`src/csrrom_pkg.sv`:
```
// csrrom_pkg: offsets, field layouts, reset values and enumerations
// for the compare-swap and configuration rom register bank.
// assumes a 32-bit apb register bus with byte addresses.
package csrrom_pkg;

    // register byte offsets
    localparam logic [7:0] OFF_SWAP_DATA = 8'h0c;
    localparam logic [7:0] OFF_SWAP_CMP = 8'h10;
    localparam logic [7:0] OFF_SWAP_CTRL = 8'h14;
    localparam logic [7:0] OFF_ROM_HDR = 8'h18;
    localparam logic [7:0] OFF_BUS_IDENT = 8'h1c;
    localparam logic [7:0] OFF_BUS_OPT = 8'h20;
    localparam logic [7:0] OFF_IRQ_STAT = 8'h40;
    localparam logic [7:0] OFF_IRQ_MASK = 8'h44;
    localparam logic [7:0] OFF_HC_SET = 8'h50;
    localparam logic [7:0] OFF_HC_CLR = 8'h54;

    // swap control fields
    localparam int DONE_BIT = 31;
    localparam int SEL_MSB = 1;
    localparam int RSVD_MSB = 30;
    localparam int RSVD_LSB = 2;

    // host controller control field
    localparam int LINK_ON_BIT = 17;

    // rom header fields
    localparam int INFO_LEN_MSB = 31;
    localparam int INFO_LEN_LSB = 24;
    localparam int CRC_LEN_MSB = 23;
    localparam int CRC_LEN_LSB = 16;
    localparam logic [31:0] ROM_HDR_RESET = 32'h0000_0000;

    // constant bus identification ("1394" in ascii)
    localparam logic [31:0] BUS_IDENT = 32'h3133_3934;

    // bus options: writable bits and reset value
    localparam logic [31:0] BUS_OPT_WMASK = 32'hf8ff_f000;
    localparam logic [31:0] BUS_OPT_RESET = 32'h0000_a002;

    // interrupt status bits
    localparam int IRQ_W = 2;
    localparam int IRQ_DONE = 0;
    localparam int IRQ_FAIL = 1;

    // bus-management resource select codes
    typedef enum logic [1:0] {
        SEL_BUS_MANAGER_ID = 2'h0,
        SEL_BANDWIDTH_AVAILABLE = 2'h1,
        SEL_CHANNELS_AVAILABLE_HI = 2'h2,
        SEL_CHANNELS_AVAILABLE_LO = 2'h3
    } csrrom_sel_e;

    // compare-swap engine states, one-hot
    typedef enum logic [1:0] {
        ST_IDLE = 2'b01,
        ST_BUSY = 2'b10
    } csrrom_state_e;

    // bus-management resources as seen by the link
    typedef struct packed {
        logic [31:0] bus_manager_id;
        logic [31:0] bandwidth_available;
        logic [31:0] channels_available_hi;
        logic [31:0] channels_available_lo;
    } csrrom_res_s;

    // configuration rom quadlets handed to the link
    typedef struct packed {
        logic [31:0] rom_header;
        logic [31:0] bus_ident;
        logic [31:0] bus_options;
    } csrrom_rom_s;

endpackage

```
`src/csrrom_regs.sv`:
```
// csrrom_regs: apb register bank for compare-swap on the four
// bus-management resources plus the first configuration rom quadlets.
// assumes an apb master on clk and an asynchronous active-high reset.
//
// Summary of operation
// compare register holds value checked against the resource; no reset
// swap data enters the resource only when the compare matches
// control register governs the operation and holds the resource select
// done flag in control bit 31 sets when a compare-swap finishes
// a write to the control register clears the done flag unless a compare-swap finishes in that cycle
// control bits 30 to 2 read zero and ignore writes
// select 00 manager id, 01 bandwidth, 10 channels hi, 11 channels lo
// control write starts one compare-swap; done stays low until it ends
// rom header register is the first configuration rom quadlet
// header info length 31:24, crc length 23:16, read/write, reset zero
// software keeps header values valid while link enable is set
// link enable is host control bit 17, set at 50h, cleared at 54h
// bus identification reads constant 31333934h, read only
// bus options is the second bus info quadlet, mixed access
`timescale 1ns/10ps
`default_nettype none

module csrrom_regs #(
    parameter int SWAP_CYCLES = 4,
    parameter logic [31:0] RES_INIT = 32'h0000_0000
) (
    input wire logic clk,
    input wire logic reset,
    input wire logic psel,
    input wire logic penable,
    input wire logic pwrite,
    input wire logic [7:0] paddr,
    input wire logic [31:0] pwdata,
    output logic [31:0] prdata,
    output logic pready,
    output logic pslverr,
    output logic irq,
    output logic link_on_control,
    output csrrom_pkg::csrrom_res_s resources,
    output csrrom_pkg::csrrom_rom_s rom_quadlets
);

    localparam int CNT_W = $clog2(SWAP_CYCLES + 1);
    localparam int SWAP_BOUND = SWAP_CYCLES + 1;

    csrrom_pkg::csrrom_state_e state_q;
    logic [CNT_W-1:0] cnt_q;
    logic [31:0] swap_data_q;
    logic [31:0] swap_cmp_q;
    logic [1:0] resource_select_q;
    logic swap_complete_flag_q;
    logic [3:0][31:0] res_q;
    logic [31:0] rom_hdr_q;
    logic [31:0] bus_opt_q;
    logic [csrrom_pkg::IRQ_W-1:0] irq_stat_q;
    logic [csrrom_pkg::IRQ_W-1:0] irq_stat_d;
    logic [csrrom_pkg::IRQ_W-1:0] irq_mask_q;
    logic link_on_q;
    logic [31:0] prdata_q;
    logic slverr_q;
    logic [31:0] rd_mux;
    logic rd_ok;
    logic setup;
    logic wr_en;
    logic wr_ctrl;
    logic start_op;
    logic finish;
    logic match;
    logic [31:0] ctrl_word;

    ////////////////////////////////////////////////////////////////////
    // apb handshake: zero wait states in the access phase

    assign setup = psel & ~penable;
    assign pready = psel & penable;
    assign wr_en = psel & penable & pwrite & rd_ok;
    assign wr_ctrl = wr_en & (paddr == csrrom_pkg::OFF_SWAP_CTRL);
    assign pslverr = psel & penable & slverr_q;
    assign prdata = prdata_q;

    // control word as read back; reserved bits forced to zero
    always_comb begin
        ctrl_word = '0;
        ctrl_word[csrrom_pkg::DONE_BIT] = swap_complete_flag_q;
        ctrl_word[csrrom_pkg::SEL_MSB:0] = resource_select_q;
    end

    // read mux and address decode
    always_comb begin
        rd_mux = '0;
        rd_ok = 1'b1;
        case (paddr)
            csrrom_pkg::OFF_SWAP_DATA: rd_mux = swap_data_q;
            csrrom_pkg::OFF_SWAP_CMP: rd_mux = swap_cmp_q;
            csrrom_pkg::OFF_SWAP_CTRL: rd_mux = ctrl_word;
            csrrom_pkg::OFF_ROM_HDR: rd_mux = rom_hdr_q;
            csrrom_pkg::OFF_BUS_IDENT: rd_mux = csrrom_pkg::BUS_IDENT;
            csrrom_pkg::OFF_BUS_OPT: rd_mux = bus_opt_q;
            csrrom_pkg::OFF_IRQ_STAT: rd_mux[csrrom_pkg::IRQ_W-1:0] = irq_stat_q;
            csrrom_pkg::OFF_IRQ_MASK: rd_mux[csrrom_pkg::IRQ_W-1:0] = irq_mask_q;
            csrrom_pkg::OFF_HC_SET,
            csrrom_pkg::OFF_HC_CLR: begin
                rd_mux[csrrom_pkg::LINK_ON_BIT] = link_on_q;
            end
            default: rd_ok = 1'b0;
        endcase
    end

    // read data and error are captured in the setup cycle
    always_ff @(posedge clk or posedge reset) begin
        if (reset) begin
            prdata_q <= '0;
            slverr_q <= 1'b0;
        end else if (setup) begin
            prdata_q <= pwrite ? 32'h0000_0000 : rd_mux;
            slverr_q <= ~rd_ok;
        end
    end

    ////////////////////////////////////////////////////////////////////
    // swap operands: data and compare, no reset, host writes ignored while busy

    always_ff @(posedge clk) begin
        if (finish) begin
            swap_data_q <= res_q[resource_select_q]; // old value returned
        end else if (wr_en && paddr == csrrom_pkg::OFF_SWAP_DATA &&
                     state_q == csrrom_pkg::ST_IDLE) begin
            swap_data_q <= pwdata;
        end
    end

    // compare value written by the host
    always_ff @(posedge clk) begin
        if (wr_en && paddr == csrrom_pkg::OFF_SWAP_CMP &&
            state_q == csrrom_pkg::ST_IDLE) begin
            swap_cmp_q <= pwdata;
        end
    end

    ////////////////////////////////////////////////////////////////////
    // swap control: select field and done flag

    assign start_op = wr_ctrl & (state_q == csrrom_pkg::ST_IDLE);

    // select only changes when a new operation is launched
    always_ff @(posedge clk or posedge reset) begin
        if (reset) begin
            resource_select_q <= csrrom_pkg::SEL_BUS_MANAGER_ID;
        end else if (start_op) begin
            resource_select_q <= pwdata[csrrom_pkg::SEL_MSB:0];
        end
    end

    // done flag: completion wins over a clearing write in the same cycle
    always_ff @(posedge clk or posedge reset) begin
        if (reset) begin
            swap_complete_flag_q <= 1'b1;
        end else if (finish) begin
            swap_complete_flag_q <= 1'b1;
        end else if (wr_ctrl) begin
            swap_complete_flag_q <= 1'b0;
        end
    end

    ////////////////////////////////////////////////////////////////////
    // compare-swap engine

    assign finish = (state_q == csrrom_pkg::ST_BUSY) && (cnt_q == '0);
    assign match = (res_q[resource_select_q] == swap_cmp_q);

    // busy for a fixed number of cycles, the last of which is the finish cycle
    always_ff @(posedge clk or posedge reset) begin
        if (reset) begin
            state_q <= csrrom_pkg::ST_IDLE;
            cnt_q <= '0;
        end else begin
            unique case (state_q)
                csrrom_pkg::ST_IDLE: begin
                    if (start_op) begin
                        state_q <= csrrom_pkg::ST_BUSY;
                        cnt_q <= CNT_W'(SWAP_CYCLES - 1);
                    end
                end
                csrrom_pkg::ST_BUSY: begin
                    if (cnt_q == '0) begin
                        state_q <= csrrom_pkg::ST_IDLE;
                    end else begin
                        cnt_q <= cnt_q - 1'b1;
                    end
                end
                default: begin
                    state_q <= csrrom_pkg::ST_IDLE;
                end
            endcase
        end
    end

    // resources: swapped only on a matching compare
    always_ff @(posedge clk or posedge reset) begin
        if (reset) begin
            res_q <= {4{RES_INIT}};
        end else if (finish && match) begin
            res_q[resource_select_q] <= swap_data_q;
        end
    end

    assign resources.bus_manager_id =
        res_q[csrrom_pkg::SEL_BUS_MANAGER_ID];
    assign resources.bandwidth_available =
        res_q[csrrom_pkg::SEL_BANDWIDTH_AVAILABLE];
    assign resources.channels_available_hi =
        res_q[csrrom_pkg::SEL_CHANNELS_AVAILABLE_HI];
    assign resources.channels_available_lo =
        res_q[csrrom_pkg::SEL_CHANNELS_AVAILABLE_LO];

    ////////////////////////////////////////////////////////////////////
    // configuration rom quadlets and link enable

    // header is fully writable; software keeps it valid while linked
    always_ff @(posedge clk or posedge reset) begin
        if (reset) begin
            rom_hdr_q <= csrrom_pkg::ROM_HDR_RESET;
        end else if (wr_en && paddr == csrrom_pkg::OFF_ROM_HDR) begin
            rom_hdr_q <= pwdata;
        end
    end

    // bus options: only the writable fields take the written value
    always_ff @(posedge clk or posedge reset) begin
        if (reset) begin
            bus_opt_q <= csrrom_pkg::BUS_OPT_RESET;
        end else if (wr_en && paddr == csrrom_pkg::OFF_BUS_OPT) begin
            bus_opt_q <= (pwdata & csrrom_pkg::BUS_OPT_WMASK) |
                         (bus_opt_q & ~csrrom_pkg::BUS_OPT_WMASK);
        end
    end

    // link enable through a set / clear pair of addresses
    always_ff @(posedge clk or posedge reset) begin
        if (reset) begin
            link_on_q <= 1'b0;
        end else if (wr_en && paddr == csrrom_pkg::OFF_HC_SET &&
                     pwdata[csrrom_pkg::LINK_ON_BIT]) begin
            link_on_q <= 1'b1;
        end else if (wr_en && paddr == csrrom_pkg::OFF_HC_CLR &&
                     pwdata[csrrom_pkg::LINK_ON_BIT]) begin
            link_on_q <= 1'b0;
        end
    end

    assign link_on_control = link_on_q;
    assign rom_quadlets.rom_header = rom_hdr_q;
    assign rom_quadlets.bus_ident = csrrom_pkg::BUS_IDENT;
    assign rom_quadlets.bus_options = bus_opt_q;

    ////////////////////////////////////////////////////////////////////
    // interrupts: sticky status, write one to clear, set wins

    always_comb begin
        irq_stat_d = irq_stat_q;
        if (wr_en && paddr == csrrom_pkg::OFF_IRQ_STAT) begin
            irq_stat_d = irq_stat_q & ~pwdata[csrrom_pkg::IRQ_W-1:0];
        end
        if (finish) begin
            irq_stat_d[csrrom_pkg::IRQ_DONE] = 1'b1;
            irq_stat_d[csrrom_pkg::IRQ_FAIL] =
                irq_stat_d[csrrom_pkg::IRQ_FAIL] | ~match;
        end
    end

    // status and mask registers
    always_ff @(posedge clk or posedge reset) begin
        if (reset) begin
            irq_stat_q <= '0;
            irq_mask_q <= '0;
        end else begin
            irq_stat_q <= irq_stat_d;
            if (wr_en && paddr == csrrom_pkg::OFF_IRQ_MASK) begin
                irq_mask_q <= pwdata[csrrom_pkg::IRQ_W-1:0];
            end
        end
    end

    assign irq = |(irq_stat_q & irq_mask_q);
endmodule

`default_nettype wire

```
`config.mk`:
```
export PLATFORM = sky130hd
export DESIGN_NAME = csrrom_regs
export DESIGN_NICKNAME = d
export VERILOG_FILES = /design/src/csrrom_pkg.sv /design/src/csrrom_regs.sv
export SDC_FILE = /design/constraint.sdc
export NUM_CORES = 1
export LEC_CHECK = 0
export BUFFER_PORTS_ARGS = -buffer_cell sky130_fd_sc_hd__buf_2
export CORE_UTILIZATION = 54
export CTS_CLUSTER_SIZE = 8
export DETAILED_ROUTE_END_ITERATION = 10
export GPL_TIMING_DRIVEN = 0
export PLACE_DENSITY_LB_ADDON = 0.25
export SETUP_SLACK_MARGIN = 0.3
export SLEW_MARGIN = 20
export SYNTH_ARGS = -nofsm -noshare
export SYNTH_HDL_FRONTEND = slang
export SYNTH_SLANG_ARGS = --single-unit
export TNS_END_PERCENT = 1
```
`constraint.sdc`:
```
create_clock -name clk -period 8.9 [get_ports clk]
set_input_delay 1.335 -clock clk [delete_from_list [all_inputs] [get_ports clk]]
set_output_delay 1.335 -clock clk [all_outputs]
set_load 0.01 [all_outputs]
```
Word level (Yosys, flattened, before mapping). Index checks and enable logic that the tools add are counted.

Bits in registers: 302. Latch bits: 0. Bits in writable memories: 0. Memory bits (read-only): 0. Input bits: 45. Output and inout port bits: 260. Logic and storage cells: 103. Memories kept: 0.

Add/subtract/negate cells: 1. $mul: 0. Div/mod/pow operators: 0. Order comparisons: 2. Eq/ne operators: 16. Shift operators: 0. Mux-type cells: 25. Bitwise gates (word level): 15. Reduce and logical (&&, ||, !) cells: 26.

Operator list (count): 2-to-1 mux 32 bit (5); bitwise mux 128 bit (1); case mux 14 bit (6 select lines) (1); case mux 15 bit (5 select lines) (1); binary-select mux 32 bit (select 2 bit) (1); demux 32 bit (select 2 bit) (1); equality test 32 bit (1); equality test 8 x 5 -> 1 bit, second input constant (4); equality test 8 x 7 -> 1 bit, second input constant (4); OR 32 x 27 -> 32 bit (1); logical AND 1 bit (15); case mux 2 bit (7 select lines) (1); nonzero test 2 bit (5); OR reduction 10 bit (1); equality test 8 x 4 -> 1 bit, second input constant (1); equality test 8 x 6 -> 1 bit, second input constant (1); 2-to-1 mux 2 bit (4); AND 1 bit (7); 2-to-1 mux 3 bit (2); case mux 1 bit (6 select lines) (1); case mux 3 bit (2 select lines) (1); 2-to-1 mux 1 bit (5); AND 2 bit (2); inequality test 2 bit, second input constant (2); 14 further kinds (17).

Longest topological paths before layout. Gate-level depths: netlist (run 1).

Depth after elaboration: 8. Gate-level depth with buffers: 10.

Worst setup path after synthesis (run 1). No wires, ideal clock.

Path type: input to register. From: input port paddr[5]. To: register swap_data_q[0], enable pin. Library setup time: 466 ps. Data arrival time: 4871 ps. Data required time: 8434 ps. Path slack: 3564 ps. Cell stages on the path: 6. Path buffers: 0. Cell sequence: nor4b_1 > nand2_1 > nand4b_1 > and2_1 > nand3b_1 > o21ai_0.

Word-level cells in the longest chain between the ends: 7. Elaborated cells between the ends (all ways): 16. Those cells by class: eq/ne (10); mux (1); bitwise (1); reduce/logical (4).

RTL lines: from (decl) (RTL line csrrom_regs.sv:32) `input wire logic [7:0] paddr,`; equality test 8 x 5 -> 1 bit (tied with other cells) (RTL line csrrom_regs.sv:92) `case (paddr)`; OR reduction 10 bit (no line); 2-to-1 mux 1 bit (RTL line csrrom_regs.sv:92); AND 1 bit (RTL line csrrom_regs.sv:76) `assign wr_en = psel & penable & pwrite & rd_ok;`; logical AND 1 bit (*) (2 in a row) (RTL line csrrom_regs.sv:126) `end else if (wr_en && paddr == csrrom_pkg::OFF_SWAP_DATA &&`; nonzero test 2 bit (no line) (*); to (signal assigned) (RTL line csrrom_regs.sv:125) `swap_data_q <= res_q[resource_select_q];`; to (signal assigned) (RTL line csrrom_regs.sv:128) `swap_data_q <= pwdata;`; to (decl) (RTL line csrrom_regs.sv:48) `logic [31:0] swap_data_q;`.

Every way passes the cells marked *; elsewhere a longest branch is shown, timed or not. A chain may end at the register's enable or synchronous reset.

Worst setup path after layout (run 1).
From: input port paddr[5]. To: register prdata_q[18] (netlist: prdata[18]).

Word-level cells in the longest chain between the ends: 3. Elaborated cells between the ends (all ways): 8. Those cells by class: eq/ne (6); mux (2).

RTL lines: equality test 8 x 6 -> 1 bit (tied with other cells) (RTL line csrrom_regs.sv:92); case mux 14 bit (6 select lines) (*) (RTL line csrrom_regs.sv:92); 2-to-1 mux 32 bit (*) (RTL line csrrom_regs.sv:115) `prdata_q <= pwrite ? 32'h0000_0000 : rd_mux;`; to (signal assigned) (RTL line csrrom_regs.sv:115); to (decl) (RTL line csrrom_regs.sv:59) `logic [31:0] prdata_q;`.

Marks and branches as above.

==> results of run 1 <==
==> metrics by stage <==
| stage | utilization [%] | TNS (ns) | hold WS, ns | area [um2] | total power [uW] |
|---|---|---|---|---|---|
| 2_1_floorplan | - | 0 | 0.443 | 13100 | 1440 |
| 3_3_place_gp | 63.1 | -257.42 | 0.457 | 14800 | 1470 |
| 3_5_place_dp | 63.7 | 0 | 0.465 | 14900 | 1480 |
| 4_1_cts | 68.7 | 0 | 0.476 | 16100 | 2900 |
| 5_1_grt | 68.7 | 0 | 0.490 | 16100 | 2960 |
| 6_report | 68.7 | 0 | 0.472 | 16100 | 2890 |
==> cells in the final DEF, fill, tap and decap left out, drive strengths merged, types with 2 or more instances in the layout <==
master,instances
nor2,26
buf,333
and3,7
nor3,5
dfstp,4
a22oi,3
a221oi,13
and2,4
a21oi,3
nand2,47
o21ai,45
a22o,2
a31oi,2
a21o,4
a222oi,19
nand4,9
inv,8
nand3,9
nor3b,3
dfrtp,219
a21boi,9
mux4,32
clkbuf,92
ha,2
and4,3
nor4,3
conb,47
mux2,215
xnor2,32
edfxtp,64
==> flip-flops by register name (all words and copies together), names as in the netlist <==
register	cells
slverr_q	1
cnt_q	3
irq_stat_q	2
swap_cmp_q	32
resources	128
rom_hdr_q	32
state_q	2
link_on_control	1
swap_complete_flag_q	1
prdata	32
swap_data_q	32
resource_select_q	2
bus_opt_q	17
irq_mask_q	2
==> tightest hold or removal path, cell delays in order, from the launching register on <==
cell and delay (ns):
dfrtp_1 0.34, nand2_1 0.04, o21ai_0 0.06
==> cell type report <==
class / count / area share, %
Antenna cell: 1 / 0.0155
Sequential cell: 287 / 46.6
Buffer: 96 / 3.66
Multi-Input combinational cell: 556 / 31.1
Inverter: 7 / 0.210
Tap cell: 319 / 2.48
Timing Repair Buffer: 261 / 8.66
Clock buffer: 68 / 7.26
Clock inverter: 1 / 0.0543
==> worst paths after layout <==
| check | from | endpoint | depth (start not counted) |
|---|---|---|---|
| max in group asynchronous | reset | resources[40] | 3 |
| max | paddr[5] | prdata[18] | 7 |
| min reg2reg | prdata[12] | prdata[12] | 2 |
| max reg2reg | resource_select_q[1] | resources[15] | 10 |
| min | prdata[12] | prdata[12] | 2 |
| min in group asynchronous | reset | resources[111] | 2 |
==> cell families (layout without fill, tap and decap cells) <==
logic type / count (synthesis) / count (layout) / share of synthesized area, %
fa+ha+maj: 2 / 2 / 0.193
mux: 247 / 247 / 24.3
buf+inv: 103 / 433 / 4.76
compound gates: 104 / 104 / 5.62
other cells: 2 / 48 / 0.0580
simple gates: 123 / 123 / 4.91
xor+xnor: 33 / 33 / 2.23
flops: 287 / 287 / 58.0
==> metal layers <==
layer	wire length [um]	vias to the layer above	GRT usage (%)	share of wire (%)
met5	11	-	0	0.029
met4	1200	2	11.1	3.2
met3	3290	79	6.90	8.7
met2	17800	461	49.4	47
met1	15700	4689	43.3	41
li1	-	3979	-	-
==> power by group through the flow <==
stage | sequential (uW) | clock, uW | combinational, uW
finish | 1360 | 1440 | 99.0
global route | 1350 | 1500 | 110
CTS | 1360 | 1450 | 98.3
detailed placement | 1380 | 0 | 98.1
global placement | 1380 | 0 | 93.1
floorplan | 1380 | 0 | 58.2
==> results.toml, run 1 <==
[grt]
grt_pass1_vias = 9051
grt_pass1_wl_um = 56000
grt.total_usage_pct = 31.4
overflow = 0
antenna_found_initial = 2
grt_max_degree = 103

[route]
wirelength_um = 38000
dr.pass1.iters = 6
viasPerCell = 5.77
dr_total_vias = 9210
wl_per_cell_um = 23.8
ant_nets = 0
first_iter_violations = 784
drc = 0

[synthesis]
synth_ff_type = "dfrtp_1"
synth_top_cell_by_area = "dfrtp_1"
synth_area_per_cell_um2 = 14.4
ys_top_cells_by_area = "dfrtp_1 42%, edfxtp_1 15%, mux2_1 9.7%, mux2_2 9.0%, mux4_2 5.6%"
yosys_register_bits = 287
ys_seq_area_share_pct = 58.0
netlist_instances = 901
async_flop_share_pct = 77.7
yosys_warnings = 0
synth_most_common_cell = "dfrtp_1"
synth-edff-count = 64
syn-cell-area_mm2 = 0.0130
synth_top_area_share_pct = 42.3
yosysUniqueCellTypes = 49
yosys-top-cells-count = "219 x dfrtp_1, 112 x mux2_1, 103 x mux2_2, 64 x edfxtp_1"

[clocking]
tritoncts = "done"
cts_resized = 0
insertion_delay_ns = 0.52
post-cts-setup-buffers = 0
cts_root_buffer = "clkbuf_16"
cts_buffer_depth = 3
ctsHoldBuffers = 0
cts.sinks = 287
cts_buffers = 41
clk_pin_slew_ns = 0.05
htree_levels = 2

[die]
rows = 56
start_util_pct = 55.2
coreArea_mm2 = 0.0235
dieArea_mm2 = 0.0246
ios = 305
die_w_um = 157
die_h_um = 157

[power]
ir_worst_vdd_uv = 132
comb_power_share_pct = 3.4
seq_power_share_pct = 46.9
p_int_uw = 2280
leakage_uw = 0.00806
cellPowerDensity_mw_per_mm2 = 179
p_sw_share_pct = 21.3
clockPowerShare_pct = 49.7
power_switching_uw = 615

[finish]
drive_gt1_share_pct = 40.6
finalNetCount = 1297
regArea_mm2 = 0.00751
fillers = 1740
area_delta_synth_final_pct = 24.5
fin_cells = 1596
multi_input_area_mm2 = 0.00501

[placed_design]
hpwl_um = 26300
post-place-cells = 1526
place_ws_ns = 4.17
portBuffers = 257
gp_congestion = 0.916

[sta]
relSlewSlack_pct = 18.5
hold_viol = 0
period_needed_ns = 4.40
max_freq_mhz = 227
setup_viol = 0
fin_skew_ns = 0.0131
max_slew.worst_pin.slew_ns = 1.21
rsz0062_at_grt = "no"
slew_viol_final = 0
setup_slack_ns = 4.50
post-route-period-util_pct = 49.4

[critical_path]
cpPeakStageDelay_ns = 0.97
critPathTopFamily = "simple AND/OR/NAND/NOR gates"
r2r_slack_ns = 4.78
critPathLaunchType = "primary input"
worstSetupPathType = "primary input to register"
crit_buf_inv = 2
crit_chain = "buf_2 > nor4b_1 > nand2_1 > nor2_1 > clkbuf_1 > a21boi_0 > o21ai_0"
arrival_ns = 4.83
cp_max_fo = 10
endpoint_kind = "register"
slowest_stage = "nor2_1"
critical_path_required_ns = 9.33

[min_path]
hp-class = "register to register"

[flow_run]
cap_violations = 0

[outcome]
status = "finished, final reports clean"
Note: power is estimated with default switching activity, not from simulation.
==> run 2: changes to the inputs <==
- clock period: 8.9 -> 4.4 ns (I/O delays scaled with it)
==> run 2 against run 1 <==
Net effect: first-iteration DRC count decreased by 10%; register-to-register slack got worse by 4.2 ns; global-route usage increased by 0.60 points; critical path type is now register to register; highest routed layer unchanged; final cell count increased by 0.63%; clock power increased by 100%.
==> results.toml, run 2 (same netlist as run 1, synthesis figures left out) <==
[critical_path]
arrival_ns = 4.19
cp_max_fo = 10
regToRegStartpoint = "resource_select_q[1]"
setup.worst_path.start = "resource_select_q[1]"
critical_path_required_ns = 4.81
endpoint_kind = "register"
worstSetupPathType = "register to register"
critPathLaunchType = "register"

[clocking]
tritoncts = "done"
htree_levels = 2
cts_buffer_depth = 3
clk_pin_slew_ns = 0.05
cts_buffers = 41
cts.sinks = 287
ctsHoldBuffers = 0
insertion_delay_ns = 0.53
cts_root_buffer = "clkbuf_16"

[sta]
period_needed_ns = 3.78
relSlewSlack_pct = 25.3
slew_viol_final = 0
setup_viol = 0
max_slew.worst_pin.slew_ns = 1.12
hold_viol = 0
post-route-period-util_pct = 85.9
fin_skew_ns = 0.0182
rsz0062_at_grt = "no"
max_freq_mhz = 265

[route]
drc = 0
wirelength_um = 38500
dr_total_vias = 9217
dr.pass1.iters = 9
wl_per_cell_um = 24.0
first_iter_violations = 702
ant_nets = 0
viasPerCell = 5.74

[die]
die_w_um = 157
rows = 56
coreArea_mm2 = 0.0235
start_util_pct = 55.2
die_h_um = 157
ios = 305
dieArea_mm2 = 0.0246

[min_path]
hp-class = "primary input to asynchronous set/reset pin"

[placed_design]
post-place-cells = 1532
gp_congestion = 0.942
portBuffers = 257
hpwl_um = 27100

[finish]
final_cell_mix = "270 x buf_2, 219 x dfrtp_1, 112 x mux2_1, 103 x mux2_2, 64 x edfxtp_1"
fillers = 1714
antennaDiodeCount = 0
drive_gt1_share_pct = 40.8
fin_cells = 1606
finalNetCount = 1303
area_delta_synth_final_pct = 25.5
largest_reg_flops = 128
final_common_cell = "buf_2"

[grt]
grt_max_degree = 35
overflow = 0
grt_pass1_wl_um = 56600
grt_pass1_vias = 9134
antenna_found_initial = 1
grt.total_usage_pct = 32.0

[power]
ir_worst_vdd_uv = 291
total_power_uw = 5900
leakage_uw = 0.00812
cellPowerDensity_mw_per_mm2 = 363

[outcome]
status = "finished, final reports clean"

[flow_run]
cap_violations = 0
[run 2: changes by cell type in the layout (fill, tap and decap cells not counted)]
cell / delta
buf_12: +7
buf_16: -1
clkbuf_1: +4
clkbuf_2: +1
clkinvlp_4: +1
diode_2: -1
inv_8: -1
[run 2: critical path: stages, from the launching register on]
cell and delay [ns]:
dfrtp_1 0.33, buf_2 0.37, buf_1 0.61, mux4_2 0.44, xnor2_1 0.29, nand4_1 0.25
nor4_4 0.35, and3_1 0.22, buf_2 0.20, buf_6 0.21, mux2_1 0.35
[run 2: area by class of cell]
| type | instances | area [um2] | area share (%) |
|---|---|---|---|
| clock inverters | 1 | 8.76 | 0.0539 |
| repair buffers | 267 | 1510 | 9.29 |
| flip-flops and latches | 287 | 7510 | 46.2 |
| well taps | 319 | 399 | 2.46 |
| clock buffers | 73 | 1190 | 7.32 |
| inverters | 7 | 30.0 | 0.185 |
| plain buffers | 96 | 592 | 3.64 |
| multi-input cells | 556 | 5010 | 30.9 |
[run 2: report_power, final]
part | internal, uW | total, uW | switching [uW]
Sequential | 2730 | 2740 | 7.13
Clock | 1810 | 2940 | 1140
Combinational | 83.2 | 210 | 127
[run 2: repair_timing]
| action | 4_1_cts | 5_1_grt |
|---|---|---|
| resized for setup | 0 | 3 |
| setup endpoints to repair | 0 | 30 |
| buffers inserted | 0 | 0 |
[run 2: final timing paths]
check	slack [ns]	cells after the start	to
worst min-delay path	0.08	2	prdata[19]
worst min register to register	0.48	2	prdata[10]
min in group clk	0.33	1	swap_cmp_q[7]
worst max-delay path	0.62	10	resources[17]
worst max register to register	0.62	10	resources[17]
max in group asynchronous	3.32	5	state_q[0]
[run 2: stage by stage]
step	hold WS [ns]	setup TNS, ns	utilization [%]	area, um2	setup WS, ns
final	0.0822	0	69.2	16200	0.622
after global routing	0.0996	0	69.2	16200	0.526
after CTS	0.0844	0	69.2	16200	0.344
after detailed placement	0.467	0	64.1	15100	0.313
after global placement	0.457	-253.71	63.1	14800	-2.88
after floorplan	0.443	-8.36	-	13100	-0.261
[run 2: layer usage]
layer	track usage (%)	routed length (um)
met1	42.4	15300
met2	51.2	18200
met3	7.75	3520
met4	12.4	1450
met5	0	13
